File: src/sdp_defines.svh
// offsets, field positions, reset values and sizes of the fifo data port
`ifndef SDP_DEFINES_SVH
`define SDP_DEFINES_SVH
`define SDP_ADDR_W        8
`define SDP_BUS_W         32
`define SDP_DATA_W        16
`define SDP_DATA_MSB      15
`define SDP_DATA_LSB      0
`define SDP_UPPER_MSB     31
`define SDP_UPPER_LSB     16
`define SDP_ALIAS_COUNT   36
`define SDP_ALIAS_BASE    8'h60
`define SDP_ALIAS_LAST    8'hec
`define SDP_ALIAS_23      8'hbc
`define SDP_ALIAS_24      8'hc0
`define SDP_ALIAS_25      8'hc4
`define SDP_ALIAS_26      8'hc8
`define SDP_ALIAS_27      8'hcc
`define SDP_ALIAS_28      8'hd0
`define SDP_ALIAS_29      8'hd4
`define SDP_DATA_RESET    32'h0000_0000
`define SDP_UPPER_ZERO    16'h0000
`define SDP_FIFO_DEPTH    8
`endif

File: src/sdp_pkg.sv
// types shared by the fifo data port
package sdp_pkg;
  typedef logic [15:0] sdp_data_t;
  typedef logic [31:0] sdp_word_t;
  // bus phase tracker, gray along idle -> access
  typedef enum logic [1:0] {
    SDP_IDLE   = 2'b00,
    SDP_ACCESS = 2'b01
  } sdp_phase_e;
endpackage

File: src/sdp_fifo_if.sv
// signals between the port logic and one fifo
`timescale 1ns/10ps
interface sdp_fifo_if #(
  parameter int W  = 16,
  parameter int LW = 4
);
  logic          push;
  logic [W-1:0]  wdata;
  logic          pop;
  logic          flush;
  logic [W-1:0]  head;
  logic          nonempty;
  logic          room;
  logic [LW-1:0] level;
  modport mem  (input push, wdata, pop, flush, output head, nonempty, room, level);
  modport user (output push, wdata, pop, flush, input head, nonempty, room, level);
endinterface

File: src/sdp_fifo.sv
// small first-in first-out store with a registered head word
`timescale 1ns/10ps
module sdp_fifo #(
  parameter int W     = 16,
  parameter int DEPTH = 8,
  parameter int LW    = 4
) (
  // clock and reset
  input  wire logic clk_sys,
  input  wire logic rst_n,
  // port side
  sdp_fifo_if.mem   f
);
  localparam int AW = (DEPTH > 2) ? $clog2(DEPTH) : 1;

  logic [W-1:0]  mem_reg [DEPTH];
  logic [AW-1:0] wr_ptr_reg;
  logic [AW-1:0] rd_ptr_reg;
  logic [AW-1:0] rd_ptr_next;
  logic [LW-1:0] level_reg;
  logic [LW-1:0] level_next;
  logic [W-1:0]  head_reg;
  logic          nonempty_reg;
  logic          room_reg;
  logic          do_push;
  logic          do_pop;

  function automatic logic [AW-1:0] ptr_inc(input logic [AW-1:0] p);
    ptr_inc = (p == AW'(DEPTH - 1)) ? '0 : p + AW'(1);
  endfunction

  assign do_push     = f.push & room_reg;
  assign do_pop      = f.pop & nonempty_reg;
  assign rd_ptr_next = do_pop ? ptr_inc(rd_ptr_reg) : rd_ptr_reg;
  assign level_next  = level_reg + LW'(do_push) - LW'(do_pop);

  // storage has no reset: entries are only visible through the head
  always_ff @(posedge clk_sys) begin
    if (do_push) begin
      mem_reg[wr_ptr_reg] <= f.wdata;
    end
  end

  always_ff @(posedge clk_sys or negedge rst_n) begin
    if (!rst_n) begin
      wr_ptr_reg <= '0;
      rd_ptr_reg <= '0;
    end else if (f.flush) begin
      wr_ptr_reg <= '0;
      rd_ptr_reg <= '0;
    end else begin
      if (do_push) begin
        wr_ptr_reg <= ptr_inc(wr_ptr_reg);
      end
      rd_ptr_reg <= rd_ptr_next;
    end
  end

  always_ff @(posedge clk_sys or negedge rst_n) begin
    if (!rst_n) begin
      level_reg    <= '0;
      nonempty_reg <= 1'b0;
      room_reg     <= 1'b1;
    end else if (f.flush) begin
      level_reg    <= '0;
      nonempty_reg <= 1'b0;
      room_reg     <= 1'b1;
    end else begin
      level_reg    <= level_next;
      nonempty_reg <= (level_next != '0);
      room_reg     <= (level_next != LW'(DEPTH));
    end
  end

  // head always shows the oldest entry; bypass when it is written this cycle
  always_ff @(posedge clk_sys or negedge rst_n) begin
    if (!rst_n) begin
      head_reg <= '0;
    end else if (f.flush) begin
      head_reg <= '0;
    end else if (do_push && (wr_ptr_reg == rd_ptr_next)) begin
      head_reg <= f.wdata;
    end else begin
      head_reg <= mem_reg[rd_ptr_next];
    end
  end

  assign f.head     = head_reg;
  assign f.nonempty = nonempty_reg;
  assign f.room     = room_reg;
  assign f.level    = level_reg;
endmodule

File: src/sdp_port.sv
// fifo data port: peripheral bus slave onto the transmit and receive fifos
`timescale 1ns/10ps
`include "sdp_defines.svh"
module sdp_port #(
  parameter int DEPTH = `SDP_FIFO_DEPTH
) (
  // clock and reset
  input  wire logic                   clk_sys,
  input  wire logic                   rst_n,
  // peripheral bus
  input  wire logic                   psel,
  input  wire logic                   penable,
  input  wire logic                   pwrite,
  input  wire logic [`SDP_ADDR_W-1:0] paddr,
  input  wire logic [`SDP_BUS_W-1:0]  pwdata,
  output logic      [`SDP_BUS_W-1:0]  prdata,
  output logic                        pready,
  output logic                        pslverr,
  // controller enable
  input  wire logic                   controller_enable_bit,
  // shifting engine, transmit side
  input  wire logic                   tx_pop,
  output logic      [`SDP_DATA_W-1:0] tx_data,
  output logic                        tx_valid,
  // shifting engine, receive side
  input  wire logic                   rx_push,
  input  wire logic [`SDP_DATA_W-1:0] rx_wdata,
  output logic                        rx_ready
);
  localparam int LW = $clog2(DEPTH + 1);

  sdp_fifo_if #(.W(`SDP_DATA_W), .LW(LW)) tx_f ();
  sdp_fifo_if #(.W(`SDP_DATA_W), .LW(LW)) rx_f ();

  sdp_pkg::sdp_phase_e phase_reg;
  sdp_pkg::sdp_phase_e phase_next;
  sdp_pkg::sdp_word_t  prdata_reg;
  logic                pready_reg;
  logic                pslverr_reg;
  logic                setup;
  logic                hit;
  logic                rd_req;
  logic                wr_req;
  logic                tx_push;
  logic                rx_pop;

  // address decode: every aligned word from base to last is the same field
  assign setup = psel & ~penable;
  assign hit   = (paddr >= `SDP_ALIAS_BASE) && (paddr <= `SDP_ALIAS_LAST)
                 && (paddr[1:0] == 2'b00);
  assign rd_req = setup & ~pwrite & hit;
  assign wr_req = setup & pwrite & hit;

  // a write while disabled is dropped silently, no bus error
  assign tx_push = wr_req & controller_enable_bit;
  // popping happens in the setup phase so data is ready for the access phase
  assign rx_pop  = rd_req & rx_f.nonempty;

  // transmit fifo: bus pushes, engine pops
  assign tx_f.push  = tx_push;
  assign tx_f.wdata = pwdata[`SDP_DATA_MSB:`SDP_DATA_LSB];
  assign tx_f.pop   = tx_pop;
  assign tx_f.flush = ~controller_enable_bit;

  // receive fifo: engine pushes, bus pops
  assign rx_f.push  = rx_push;
  assign rx_f.wdata = rx_wdata;
  assign rx_f.pop   = rx_pop;
  assign rx_f.flush = ~controller_enable_bit;

  sdp_fifo #(.W(`SDP_DATA_W), .DEPTH(DEPTH), .LW(LW)) u_tx_fifo (
    .clk_sys (clk_sys),
    .rst_n   (rst_n),
    .f       (tx_f.mem)
  );

  sdp_fifo #(.W(`SDP_DATA_W), .DEPTH(DEPTH), .LW(LW)) u_rx_fifo (
    .clk_sys (clk_sys),
    .rst_n   (rst_n),
    .f       (rx_f.mem)
  );

  // bus phase tracking
  always_comb begin
    phase_next = sdp_pkg::SDP_IDLE;
    unique case (phase_reg)
      sdp_pkg::SDP_IDLE: begin
        if (setup) begin
          phase_next = sdp_pkg::SDP_ACCESS;
        end
      end
      sdp_pkg::SDP_ACCESS: begin
        if (setup) begin
          phase_next = sdp_pkg::SDP_ACCESS;
        end
      end
      default: begin
        phase_next = sdp_pkg::SDP_IDLE;
      end
    endcase
  end

  always_ff @(posedge clk_sys or negedge rst_n) begin
    if (!rst_n) begin
      phase_reg <= sdp_pkg::SDP_IDLE;
    end else begin
      phase_reg <= phase_next;
    end
  end

  // ready is a flop so the access phase always completes with no wait state
  always_ff @(posedge clk_sys or negedge rst_n) begin
    if (!rst_n) begin
      pready_reg <= 1'b0;
    end else begin
      pready_reg <= (phase_next == sdp_pkg::SDP_ACCESS);
    end
  end

  // unmapped addresses answer with an error; nothing moves in either fifo
  always_ff @(posedge clk_sys or negedge rst_n) begin
    if (!rst_n) begin
      pslverr_reg <= 1'b0;
    end else begin
      pslverr_reg <= setup & ~hit;
    end
  end

  // read data: oldest receive word right-justified, upper half zero;
  // an empty receive fifo reads as zero because every setup phase without a pop clears the read data
  always_ff @(posedge clk_sys or negedge rst_n) begin
    if (!rst_n) begin
      prdata_reg <= `SDP_DATA_RESET;
    end else if (rx_pop) begin
      prdata_reg <= {`SDP_UPPER_ZERO, rx_f.head};
    end else if (setup) begin
      prdata_reg <= `SDP_DATA_RESET;
    end
  end

  assign prdata   = prdata_reg;
  assign pready   = pready_reg;
  assign pslverr  = pslverr_reg;
  assign tx_data  = tx_f.head;
  assign tx_valid = tx_f.nonempty;
  assign rx_ready = rx_f.room;
endmodule

File: config.mk
export PLATFORM = sky130hd
export DESIGN_NAME = sdp_port
export DESIGN_NICKNAME = d
export VERILOG_FILES = /design/src/sdp_pkg.sv /design/src/sdp_fifo_if.sv /design/src/sdp_fifo.sv /design/src/sdp_port.sv
export VERILOG_INCLUDE_DIRS = /design/src
export SDC_FILE = /design/constraint.sdc
export NUM_CORES = 1
export LEC_CHECK = 0
export BUFFER_PORTS_ARGS = -buffer_cell sky130_fd_sc_hd__buf_4
export CAP_MARGIN = 20
export CELL_PAD_IN_SITES_DETAIL_PLACEMENT = 1
export CELL_PAD_IN_SITES_GLOBAL_PLACEMENT = 2
export CORE_ASPECT_RATIO = 1.5
export CORE_MARGIN = 2
export CORE_UTILIZATION = 39
export DETAILED_ROUTE_END_ITERATION = 16
export PLACE_DENSITY_LB_ADDON = 0.08
export REMOVE_ABC_BUFFERS = 1
export SLEW_MARGIN = 20
export SYNTH_ARGS = -nofsm -noshare
export SYNTH_HDL_FRONTEND = slang
export SYNTH_SLANG_ARGS = --single-unit
File: constraint.sdc
create_clock -name clk_sys -period 2.8 [get_ports clk_sys]
set_clock_uncertainty 0.05 [all_clocks]
set_input_delay 0.56 -clock clk_sys [delete_from_list [all_inputs] [get_ports clk_sys]]
set_output_delay 0.56 -clock clk_sys [all_outputs]
set_load 0.03 [all_outputs]
==> flow_results.xml, run 1 <==
<?xml version="1.0" encoding="UTF-8"?>
<metrics>
  <group name="global_route">
    <metric name="grt_start_max_net_pins" unit="">128</metric>
    <metric name="total_routing_usage_gr" unit="%">19.7</metric>
    <metric name="wire_length_of_the_first_global_routing_pass" unit="mm">57.6</metric>
    <metric name="grt_antenna_before_repair" unit="">0</metric>
    <metric name="grt_overflow_total" unit="">0</metric>
    <metric name="first_global_vias" unit="">9434</metric>
  </group>
  <group name="run_status">
    <metric name="run_status" unit="">finished, violations left</metric>
    <metric name="violated_checks" unit="">hold timing</metric>
  </group>
  <group name="worst_setup_path">
    <metric name="worstSetupEndpointType" unit="">register</metric>
    <metric name="timing.reg2reg.setup_slack" unit="ns">0.03</metric>
    <metric name="cp.required" unit="ns">3.14</metric>
    <metric name="timing.rr.start" unit="">u_rx_fifo.f.nonempty$_DFF_PN0_</metric>
    <metric name="ff_to_ff_path_depth" unit="">8</metric>
    <metric name="crit-reg2reg-capture" unit="">u_rx_fifo.f.nonempty$_DFF_PN0_</metric>
    <metric name="worstSetupStartpointType" unit="">register</metric>
    <metric name="crit_fanout" unit="">6</metric>
    <metric name="worst_ep_arrival_time" unit="ns">3.11</metric>
    <metric name="critPathSlowestCell" unit="">or4_4</metric>
    <metric name="worst_setup_path_class" unit="">register to register</metric>
    <metric name="crit_path_frequent_cell" unit="">ha_4</metric>
    <metric name="critical_path_s_largest_stage_delay" unit="ns">0.67</metric>
    <metric name="crit_chain" unit="">nand4bb_1 -&gt; or4_4 -&gt; clkinv_4 -&gt; ha_4 -&gt; inv_4 -&gt; ha_4 -&gt; fa_2 -&gt; o41a_1</metric>
  </group>
  <group name="synth">
    <metric name="seq_area_frac_synth" unit="%">66.3</metric>
    <metric name="synth.lib_cells_used.distinct" unit="">56</metric>
    <metric name="synth.yosys.warnings" unit="">0</metric>
    <metric name="dominantRegCellSynth" unit="">edfxtp_1</metric>
    <metric name="synthCells" unit="">961</metric>
    <metric name="syn-mean-instance-area" unit="sq um">15.0</metric>
    <metric name="ys_seq_elements" unit="">330</metric>
    <metric name="synth_enable_flop_cells" unit="">256</metric>
    <metric name="synth.cell_area" unit="sq um">14400</metric>
    <metric name="asyncSetResetFlopFracSynth" unit="%">22.4</metric>
  </group>
  <group name="clocking">
    <metric name="tritoncts" unit="">built</metric>
    <metric name="cts.sinks" unit="">330</metric>
    <metric name="clock_latency" unit="ns">0.52</metric>
    <metric name="cts-buffers-inserted" unit="">34</metric>
    <metric name="cts_max_path_buffers" unit="">3</metric>
    <metric name="clockRootBuffer" unit="">clkbuf_16</metric>
    <metric name="postCtsHoldBufs" unit="">0</metric>
    <metric name="htree_levels" unit="">2</metric>
    <metric name="cts.clk_slew.worst_paths" unit="ns">0.06</metric>
  </group>
  <group name="placement">
    <metric name="gp_routability_congestion" unit="">0.734</metric>
    <metric name="half_perimeter_wire_length_after_detailed_placement" unit="mm">22.8</metric>
    <metric name="post_dp_cell_area" unit="sq um">16200</metric>
    <metric name="place.detailed.instances" unit="">1533</metric>
    <metric name="number_of_buffers_inserted_by_port_buffering" unit="">81</metric>
  </group>
  <group name="sta">
    <metric name="unrepaired_setup_endpoints_after_global_routing" unit="">yes</metric>
    <metric name="fmax" unit="MHz">361</metric>
    <metric name="fin_crit_sh" unit="%">98.9</metric>
    <metric name="final_period_minus_worst_setup_slack" unit="ns">2.77</metric>
    <metric name="fin_worst_hold_slack" unit="ns">-0.00237</metric>
    <metric name="timing.slew.headroom" unit="%">51.4</metric>
    <metric name="final_setup_fails" unit="">0</metric>
    <metric name="report.final.hold_viol_count" unit="">3</metric>
    <metric name="final-max-slew-violation-count" unit="">0</metric>
    <metric name="max_slew.worst_pin.slew" unit="ns">0.729</metric>
  </group>
  <group name="floorplanning">
    <metric name="floorplan.initialDensity" unit="%">39.4</metric>
    <metric name="die_x" unit="microns">161</metric>
    <metric name="top_level_ports" unit="">116</metric>
    <metric name="fp-row-count" unit="">86</metric>
    <metric name="core-area" unit="sq um">36600</metric>
    <metric name="die_height" unit="microns">239</metric>
    <metric name="design.die.area" unit="sq um">38500</metric>
  </group>
  <group name="drt">
    <metric name="ant_nets" unit="">0</metric>
    <metric name="avgViaCountPerCell" unit="">5.50</metric>
    <metric name="first_pass_iters" unit="">4</metric>
    <metric name="route.vias.total" unit="">8798</metric>
    <metric name="drc" unit="">0</metric>
    <metric name="detail_route.wirelength" unit="mm">37.8</metric>
    <metric name="drt-wirelength-per-cell" unit="microns">23.6</metric>
    <metric name="initialDrtViolationCount" unit="">457</metric>
  </group>
  <group name="final_layout">
    <metric name="final.fill_count" unit="">3570</metric>
    <metric name="drive_gt1_share" unit="%">27.6</metric>
    <metric name="diodes" unit="">0</metric>
    <metric name="finish.cell_count_without_fillers" unit="">1601</metric>
    <metric name="layout.nets" unit="">1174</metric>
    <metric name="fin_area" unit="sq um">17500</metric>
    <metric name="area_used_by_multi_input_combinational_logic" unit="sq um">4620</metric>
    <metric name="area.sequential" unit="sq um">9550</metric>
    <metric name="area_delta_synth_final" unit="%">21.4</metric>
  </group>
  <group name="power">
    <metric name="cell_leakage_power" unit="nW">6.56</metric>
    <metric name="power_density" unit="nW/um^2">718</metric>
    <metric name="ir_worst_vdd" unit="V">0.000588</metric>
  </group>
  <group name="worst_hold_path">
    <metric name="class_of_the_tightest_hold_or_removal_check" unit="">primary input to asynchronous set/reset pin</metric>
  </group>
  <group name="flow_run">
    <metric name="drv.max_cap_violation_count" unit="">0</metric>
  </group>
</metrics>
-- worst max-delay path, delay by kind of cell, from the launching register on --
family	cells	cell delay (ns)
fa+ha+maj	3	0.76
buf+inv	2	0.17
flops	1	0.40
compound gates	1	0.42
simple gates	2	0.82
-- synth_stat cells (2+ instances only) --
master | count | area share [%]
nand4_1 | 2 | 0.087
a21boi_0 | 3 | 0.16
mux2i_1 | 40 | 2.8
nand2b_1 | 7 | 0.30
clkbuf_1 | 62 | 1.6
nor3b_1 | 4 | 0.21
dfstp_2 | 2 | 0.36
or4b_2 | 5 | 0.35
nor2_1 | 14 | 0.36
nor3_1 | 11 | 0.38
o211ai_1 | 4 | 0.21
mux4_2 | 32 | 5.0
o211a_1 | 31 | 2.2
a41o_1 | 30 | 2.1
or4b_1 | 25 | 1.7
xnor2_1 | 4 | 0.24
buf_2 | 6 | 0.21
inv_1 | 18 | 0.47
o41ai_1 | 2 | 0.12
o41a_1 | 2 | 0.16
a21oi_1 | 5 | 0.17
o21ai_0 | 33 | 1.1
and2_1 | 9 | 0.39
or2_1 | 2 | 0.087
a21o_1 | 4 | 0.21
a22o_1 | 16 | 0.97
buf_1 | 4 | 0.10
nand3_1 | 62 | 2.2
nor2b_1 | 39 | 1.7
fa_1 | 2 | 0.28
o31ai_1 | 15 | 0.78
ha_1 | 16 | 1.4
nand2_1 | 46 | 1.2
xor2_1 | 5 | 0.30
a31oi_1 | 19 | 0.83
mux2_2 | 17 | 1.3
dfrtp_1 | 72 | 13
nor4b_1 | 2 | 0.12
edfxtp_1 | 256 | 53
o221ai_1 | 2 | 0.12
buf_4 | 16 | 0.83
-- through the flow --
stage / util, % / hold slack (ns) / setup TNS, ns / total power [W] / setup slack (ns)
2_1_floorplan: - / 0.214 / -179.50 / 0.00719 / -3.74
3_3_place_gp: 44.2 / 0.394 / -5.57 / 0.00807 / -0.324
3_5_place_dp: 44.2 / 0.402 / -5.92 / 0.00809 / -0.337
4_1_cts: 47.2 / 0.0106 / 0 / 0.0127 / 0.0257
5_1_grt: 47.8 / 0.0378 / -0.670 / 0.0131 / -0.0712
6_report: 47.8 / -0.00237 / 0 / 0.0126 / 0.0303
-- what timing repair did --
action | CTS | global route
endpoints found under the setup margin | 0 | 18
endpoints found under the hold margin | 0 | 0
setup buffers | 0 | 4
resized for setup | 0 | 21
-- placed cells by master, fill, tap and decap left out, types with 17 or more instances in the layout --
master     count
clkbuf_16     38
a41o_1        30
o21ai_0       32
edfxtp_1     256
or4b_1        25
mux4_2        32
nand3_1       62
inv_1         17
nand2_1       46
o211a_1       31
dfrtp_1       71
mux2i_1       35
buf_4        148
nor2b_1       39
-- how the worst max path moves through the flow --
stage	startpoint	end	slack (ns)
global placement	paddr[5]	u_rx_fifo.f.room$_DFF_PN1_	-0.32
detailed placement	paddr[5]	u_rx_fifo.f.nonempty$_DFF_PN0_	-0.34
finish	u_rx_fifo.f.nonempty$_DFF_PN0_	u_rx_fifo.f.nonempty$_DFF_PN0_	0.03
floorplan	u_rx_fifo.rd_ptr_reg[0]$_DFF_PN0_	u_rx_fifo.f.head[13]$_DFF_PN0_	-3.74
global route	u_rx_fifo.f.nonempty$_DFF_PN0_	u_rx_fifo.f.head[14]$_DFF_PN0_	-0.07
CTS	u_rx_fifo.rd_ptr_reg[0]$_DFF_PN0_	u_rx_fifo.f.head[14]$_DFF_PN0_	0.03
-- kinds of logic after synthesis --
family,after synthesis,share of synthesized area (%)
DFF,330,66.3
xor gates and xnor gates,9,0.547
buffers and inverters,108,3.37
adders and majority gates,18,1.67
other,1,0.0260
muxes,89,9.11
and+or+nand+nor,233,9.40
AOI/OAI and AO/OA,173,9.61
-- routing by layer --
| layer | GRT usage (%) | vias to the layer above | routed length (microns) |
|---|---|---|---|
| met5 | 0 | - | 0 |
| li1 | - | 3994 | - |
| met4 | 5.41 | 0 | 867 |
| met1 | 23.8 | 4583 | 15000 |
| met3 | 2.53 | 50 | 1360 |
| met2 | 36.9 | 171 | 20600 |
-- power by group --
group	switching (W)	internal, W	leakage [nW]
clock network	0.00187	0.00265	0.543
logic	0.00124	0.00108	2.73
registers	0.000118	0.00559	3.29
total	0.00323	0.00932	6.56
-- final cells by class --
type,count,area share [%]
repair buffers,169,8.76
multi-input cells,538,26.4
flip-flops and latches,330,54.6
clock inverters,18,0.959
inverters,19,0.451
well taps,484,3.46
clock buffers,43,5.35
Note: power is estimated with default switching activity, not from simulation.
==> run 2: changes to the inputs <==
Settings changed: ABC_AREA set to 1, CORE_UTILIZATION 39 to 36.
==> flow_results.xml, run 2 <==
<?xml version="1.0" encoding="UTF-8"?>
<metrics>
  <group name="worst_setup_path">
    <metric name="cp.required" unit="ns">3.15</metric>
    <metric name="worst_ep_arrival_time" unit="ns">2.71</metric>
    <metric name="worstSetupEndpointType" unit="">register</metric>
    <metric name="worst_setup_path_class" unit="">register to register</metric>
    <metric name="crit_fanout" unit="">27</metric>
    <metric name="worstSetupStartpointType" unit="">register</metric>
  </group>
  <group name="global_route">
    <metric name="first_global_vias" unit="">9997</metric>
    <metric name="total_routing_usage_gr" unit="%">19.4</metric>
    <metric name="grt_overflow_total" unit="">0</metric>
    <metric name="wire_length_of_the_first_global_routing_pass" unit="mm">57.6</metric>
    <metric name="grt_start_max_net_pins" unit="">58</metric>
    <metric name="grt_antenna_before_repair" unit="">0</metric>
  </group>
  <group name="sta">
    <metric name="fin_setup_tns" unit="ns">0</metric>
    <metric name="report.final.hold_viol_count" unit="">0</metric>
    <metric name="fmax" unit="MHz">424</metric>
    <metric name="timing.slew.headroom" unit="%">41.8</metric>
    <metric name="final_period_minus_worst_setup_slack" unit="ns">2.36</metric>
    <metric name="max_slew.worst_pin.slew" unit="ns">0.873</metric>
    <metric name="unrepaired_setup_endpoints_after_global_routing" unit="">no</metric>
    <metric name="fin_crit_sh" unit="%">84.3</metric>
    <metric name="final_setup_fails" unit="">0</metric>
    <metric name="final-max-slew-violation-count" unit="">0</metric>
  </group>
  <group name="final_layout">
    <metric name="final.fill_count" unit="">4059</metric>
    <metric name="post-route-util" unit="%">43.4</metric>
    <metric name="most_common_cell_after_layout_fill_and_taps_aside" unit="">nand2_1</metric>
    <metric name="drive_gt1_share" unit="%">16.4</metric>
    <metric name="finish.cell_count_without_fillers" unit="">1822</metric>
    <metric name="area_delta_synth_final" unit="%">18.7</metric>
    <metric name="most_used_cells_in_the_layout_excluding_fill_and_tap_cells" unit="">300 x nand2_1, 256 x edfxtp_1, 230 x nand3_1</metric>
    <metric name="fin_area" unit="sq um">16300</metric>
    <metric name="diodes" unit="">0</metric>
    <metric name="layout.nets" unit="">1390</metric>
  </group>
  <group name="clocking">
    <metric name="clock_latency" unit="ns">0.52</metric>
    <metric name="postCtsHoldBufs" unit="">0</metric>
    <metric name="cts.clk_slew.worst_paths" unit="ns">0.06</metric>
    <metric name="cts-buffers-inserted" unit="">35</metric>
    <metric name="cts.sinks" unit="">330</metric>
    <metric name="tritoncts" unit="">built</metric>
    <metric name="cts_max_path_buffers" unit="">3</metric>
    <metric name="htree_levels" unit="">2</metric>
    <metric name="post_cts_setup_buffer_count" unit="">0</metric>
    <metric name="clockRootBuffer" unit="">clkbuf_16</metric>
    <metric name="postCtsResizedCells" unit="">0</metric>
  </group>
  <group name="power">
    <metric name="post-layout-total-power" unit="W">0.0126</metric>
    <metric name="ir_worst_vdd" unit="V">0.000497</metric>
    <metric name="cell_leakage_power" unit="nW">6.61</metric>
    <metric name="power_density" unit="nW/um^2">772</metric>
  </group>
  <group name="drt">
    <metric name="ant_nets" unit="">0</metric>
    <metric name="first_pass_iters" unit="">4</metric>
    <metric name="initialDrtViolationCount" unit="">412</metric>
    <metric name="drc" unit="">0</metric>
    <metric name="route.vias.total" unit="">9229</metric>
    <metric name="drt-wirelength-per-cell" unit="microns">20.6</metric>
    <metric name="detail_route.wirelength" unit="mm">37.5</metric>
    <metric name="avgViaCountPerCell" unit="">5.07</metric>
  </group>
  <group name="floorplanning">
    <metric name="core-area" unit="sq um">37700</metric>
    <metric name="fp-row-count" unit="">87</metric>
    <metric name="design.die.area" unit="sq um">39900</metric>
    <metric name="floorplan.initialDensity" unit="%">36.6</metric>
    <metric name="die_height" unit="microns">244</metric>
    <metric name="top_level_ports" unit="">116</metric>
    <metric name="die_x" unit="microns">164</metric>
  </group>
  <group name="synth">
    <metric name="synth.most_common_cell" unit="">nand2_1</metric>
    <metric name="synth.cell_area" unit="sq um">13800</metric>
    <metric name="synthCells" unit="">1192</metric>
    <metric name="post_synth_main_area_contributors" unit="">edfxtp_1 56%, dfrtp_1 13%, nand3_1 8.4%, nand2_1 8.2%, nor2_1 2.0%</metric>
    <metric name="synth.yosys.warnings" unit="">0</metric>
    <metric name="synthDominantAreaCellType" unit="">edfxtp_1</metric>
    <metric name="seq_area_frac_synth" unit="%">69.3</metric>
    <metric name="synth_enable_flop_cells" unit="">256</metric>
    <metric name="synth_largest_type_area_fraction" unit="%">55.8</metric>
    <metric name="dominantRegCellSynth" unit="">edfxtp_1</metric>
    <metric name="ys_seq_elements" unit="">330</metric>
    <metric name="asyncSetResetFlopFracSynth" unit="%">22.4</metric>
    <metric name="ranking_of_synthesized_cells_by_instance_count" unit="">301 x nand2_1, 256 x edfxtp_1, 230 x nand3_1</metric>
    <metric name="synth.lib_cells_used.distinct" unit="">35</metric>
    <metric name="syn-mean-instance-area" unit="sq um">11.6</metric>
  </group>
  <group name="worst_hold_path">
    <metric name="class_of_the_tightest_hold_or_removal_check" unit="">primary input to asynchronous set/reset pin</metric>
  </group>
  <group name="placement">
    <metric name="place.detailed.instances" unit="">1760</metric>
    <metric name="number_of_buffers_inserted_by_port_buffering" unit="">81</metric>
    <metric name="half_perimeter_wire_length_after_detailed_placement" unit="mm">23.0</metric>
    <metric name="post_dp_cell_area" unit="sq um">15300</metric>
    <metric name="gp_routability_congestion" unit="">0.699</metric>
  </group>
  <group name="flow_run">
    <metric name="drv.max_cap_violation_count" unit="">0</metric>
  </group>
  <group name="run_status">
    <metric name="run_status" unit="">finished clean</metric>
  </group>
</metrics>
run 2: cell types whose count changed in the layout (fill, tap and decap cells not counted), moves of 16 or more:
cell,previous run,this run
mux2i_1,35,0
nor2_1,14,72
mux4_2,32,0
nand3b_1,0,16
mux2_2,16,0
nand2_1,46,300
buf_4,148,130
or4b_1,25,0
nor2b_1,39,0
inv_1,17,40
o211a_1,31,0
a41o_1,30,0
nand3_1,62,230
run 2: report_power, final:
group          total (W)  switching, W  internal [W]
sequential       0.00575      0.000112       0.00564
clock            0.00439       0.00182       0.00256
combinational    0.00248       0.00167      0.000810
run 2: logic make-up (layout without fill, tap and decap cells):
kind of cell	after synthesis	in the layout	synth area share [%]
other	1	16	0.0272
buffers and inverters	123	249	4.21
flip-flops	330	330	69.3
AO/OA/AOI/OAI	63	63	2.99
XOR/XNOR	8	8	0.509
adder cells (fa/ha/maj)	18	18	1.74
AND/OR/NAND/NOR	649	649	21.3
run 2: worst paths after layout:
| kind | start | to | slack, ns | cells past startpoint |
|---|---|---|---|---|
| min in group clk_sys | pwdata[8] | u_tx_fifo.mem_reg[5][8]$_DFFE_PP_ | 0.23 | 1 |
| min reg2reg | u_rx_fifo.f.head[2]$_DFF_PN0_ | prdata[2]$_DFFE_PN0P_ | 0.41 | 1 |
| max reg2reg | u_rx_fifo.rd_ptr_reg[0]$_DFF_PN0_ | u_rx_fifo.f.head[5]$_DFF_PN0_ | 0.44 | 13 |
| max in group asynchronous | rst_n | u_tx_fifo.f.head[0]$_DFF_PN0_ | 1.90 | 2 |
| min | rst_n | prdata[3]$_DFFE_PN0P_ | 0.11 | 1 |
| max | u_rx_fifo.rd_ptr_reg[0]$_DFF_PN0_ | u_rx_fifo.f.head[5]$_DFF_PN0_ | 0.44 | 13 |
run 2: per-stage QoR:
step	hold WS, ns	setup slack (ns)
after floorplan	0.214	-0.776
after global placement	0.395	0.115
after detailed placement	0.400	0.0636
after CTS	0.128	0.350
after global routing	0.163	0.198
final	0.108	0.440
run 2: routing by layer:
metal	wire length, microns	GRT usage [%]	part of all wire, %	vias to the layer above
li1	-	-	-	4346
met1	14100	20.7	38	4664
met2	21200	37.9	57	152
met3	1130	2.86	3.0	67
met4	1060	6.48	2.8	0
met5	0	0	0	-
run 2: critical path: stages, from the launching register on:
cell	delay (ns)
dfrtp_1	0.44
ha_1	0.22
ha_1	0.19
nor2_1	0.17
inv_1	0.07
nand4_2	0.11
nand2_2	0.11
buf_4	0.26
nand2_1	0.10
nand3_1	0.09
nand3_1	0.08
nand2_1	0.06
nor2_1	0.22
nor2_1	0.06
run 2: cell type report:
class                   instances  area [sq um]  share of cell area (%)
inverters                      46           173                    1.06
clock inverters                10          68.8                   0.421
flip-flops and latches        330          9540                    58.4
clock buffers                  52          1000                    6.13
repair buffers                141          1200                    7.32
multi-input cells             754          3750                    23.0
well taps                     489           612                    3.74
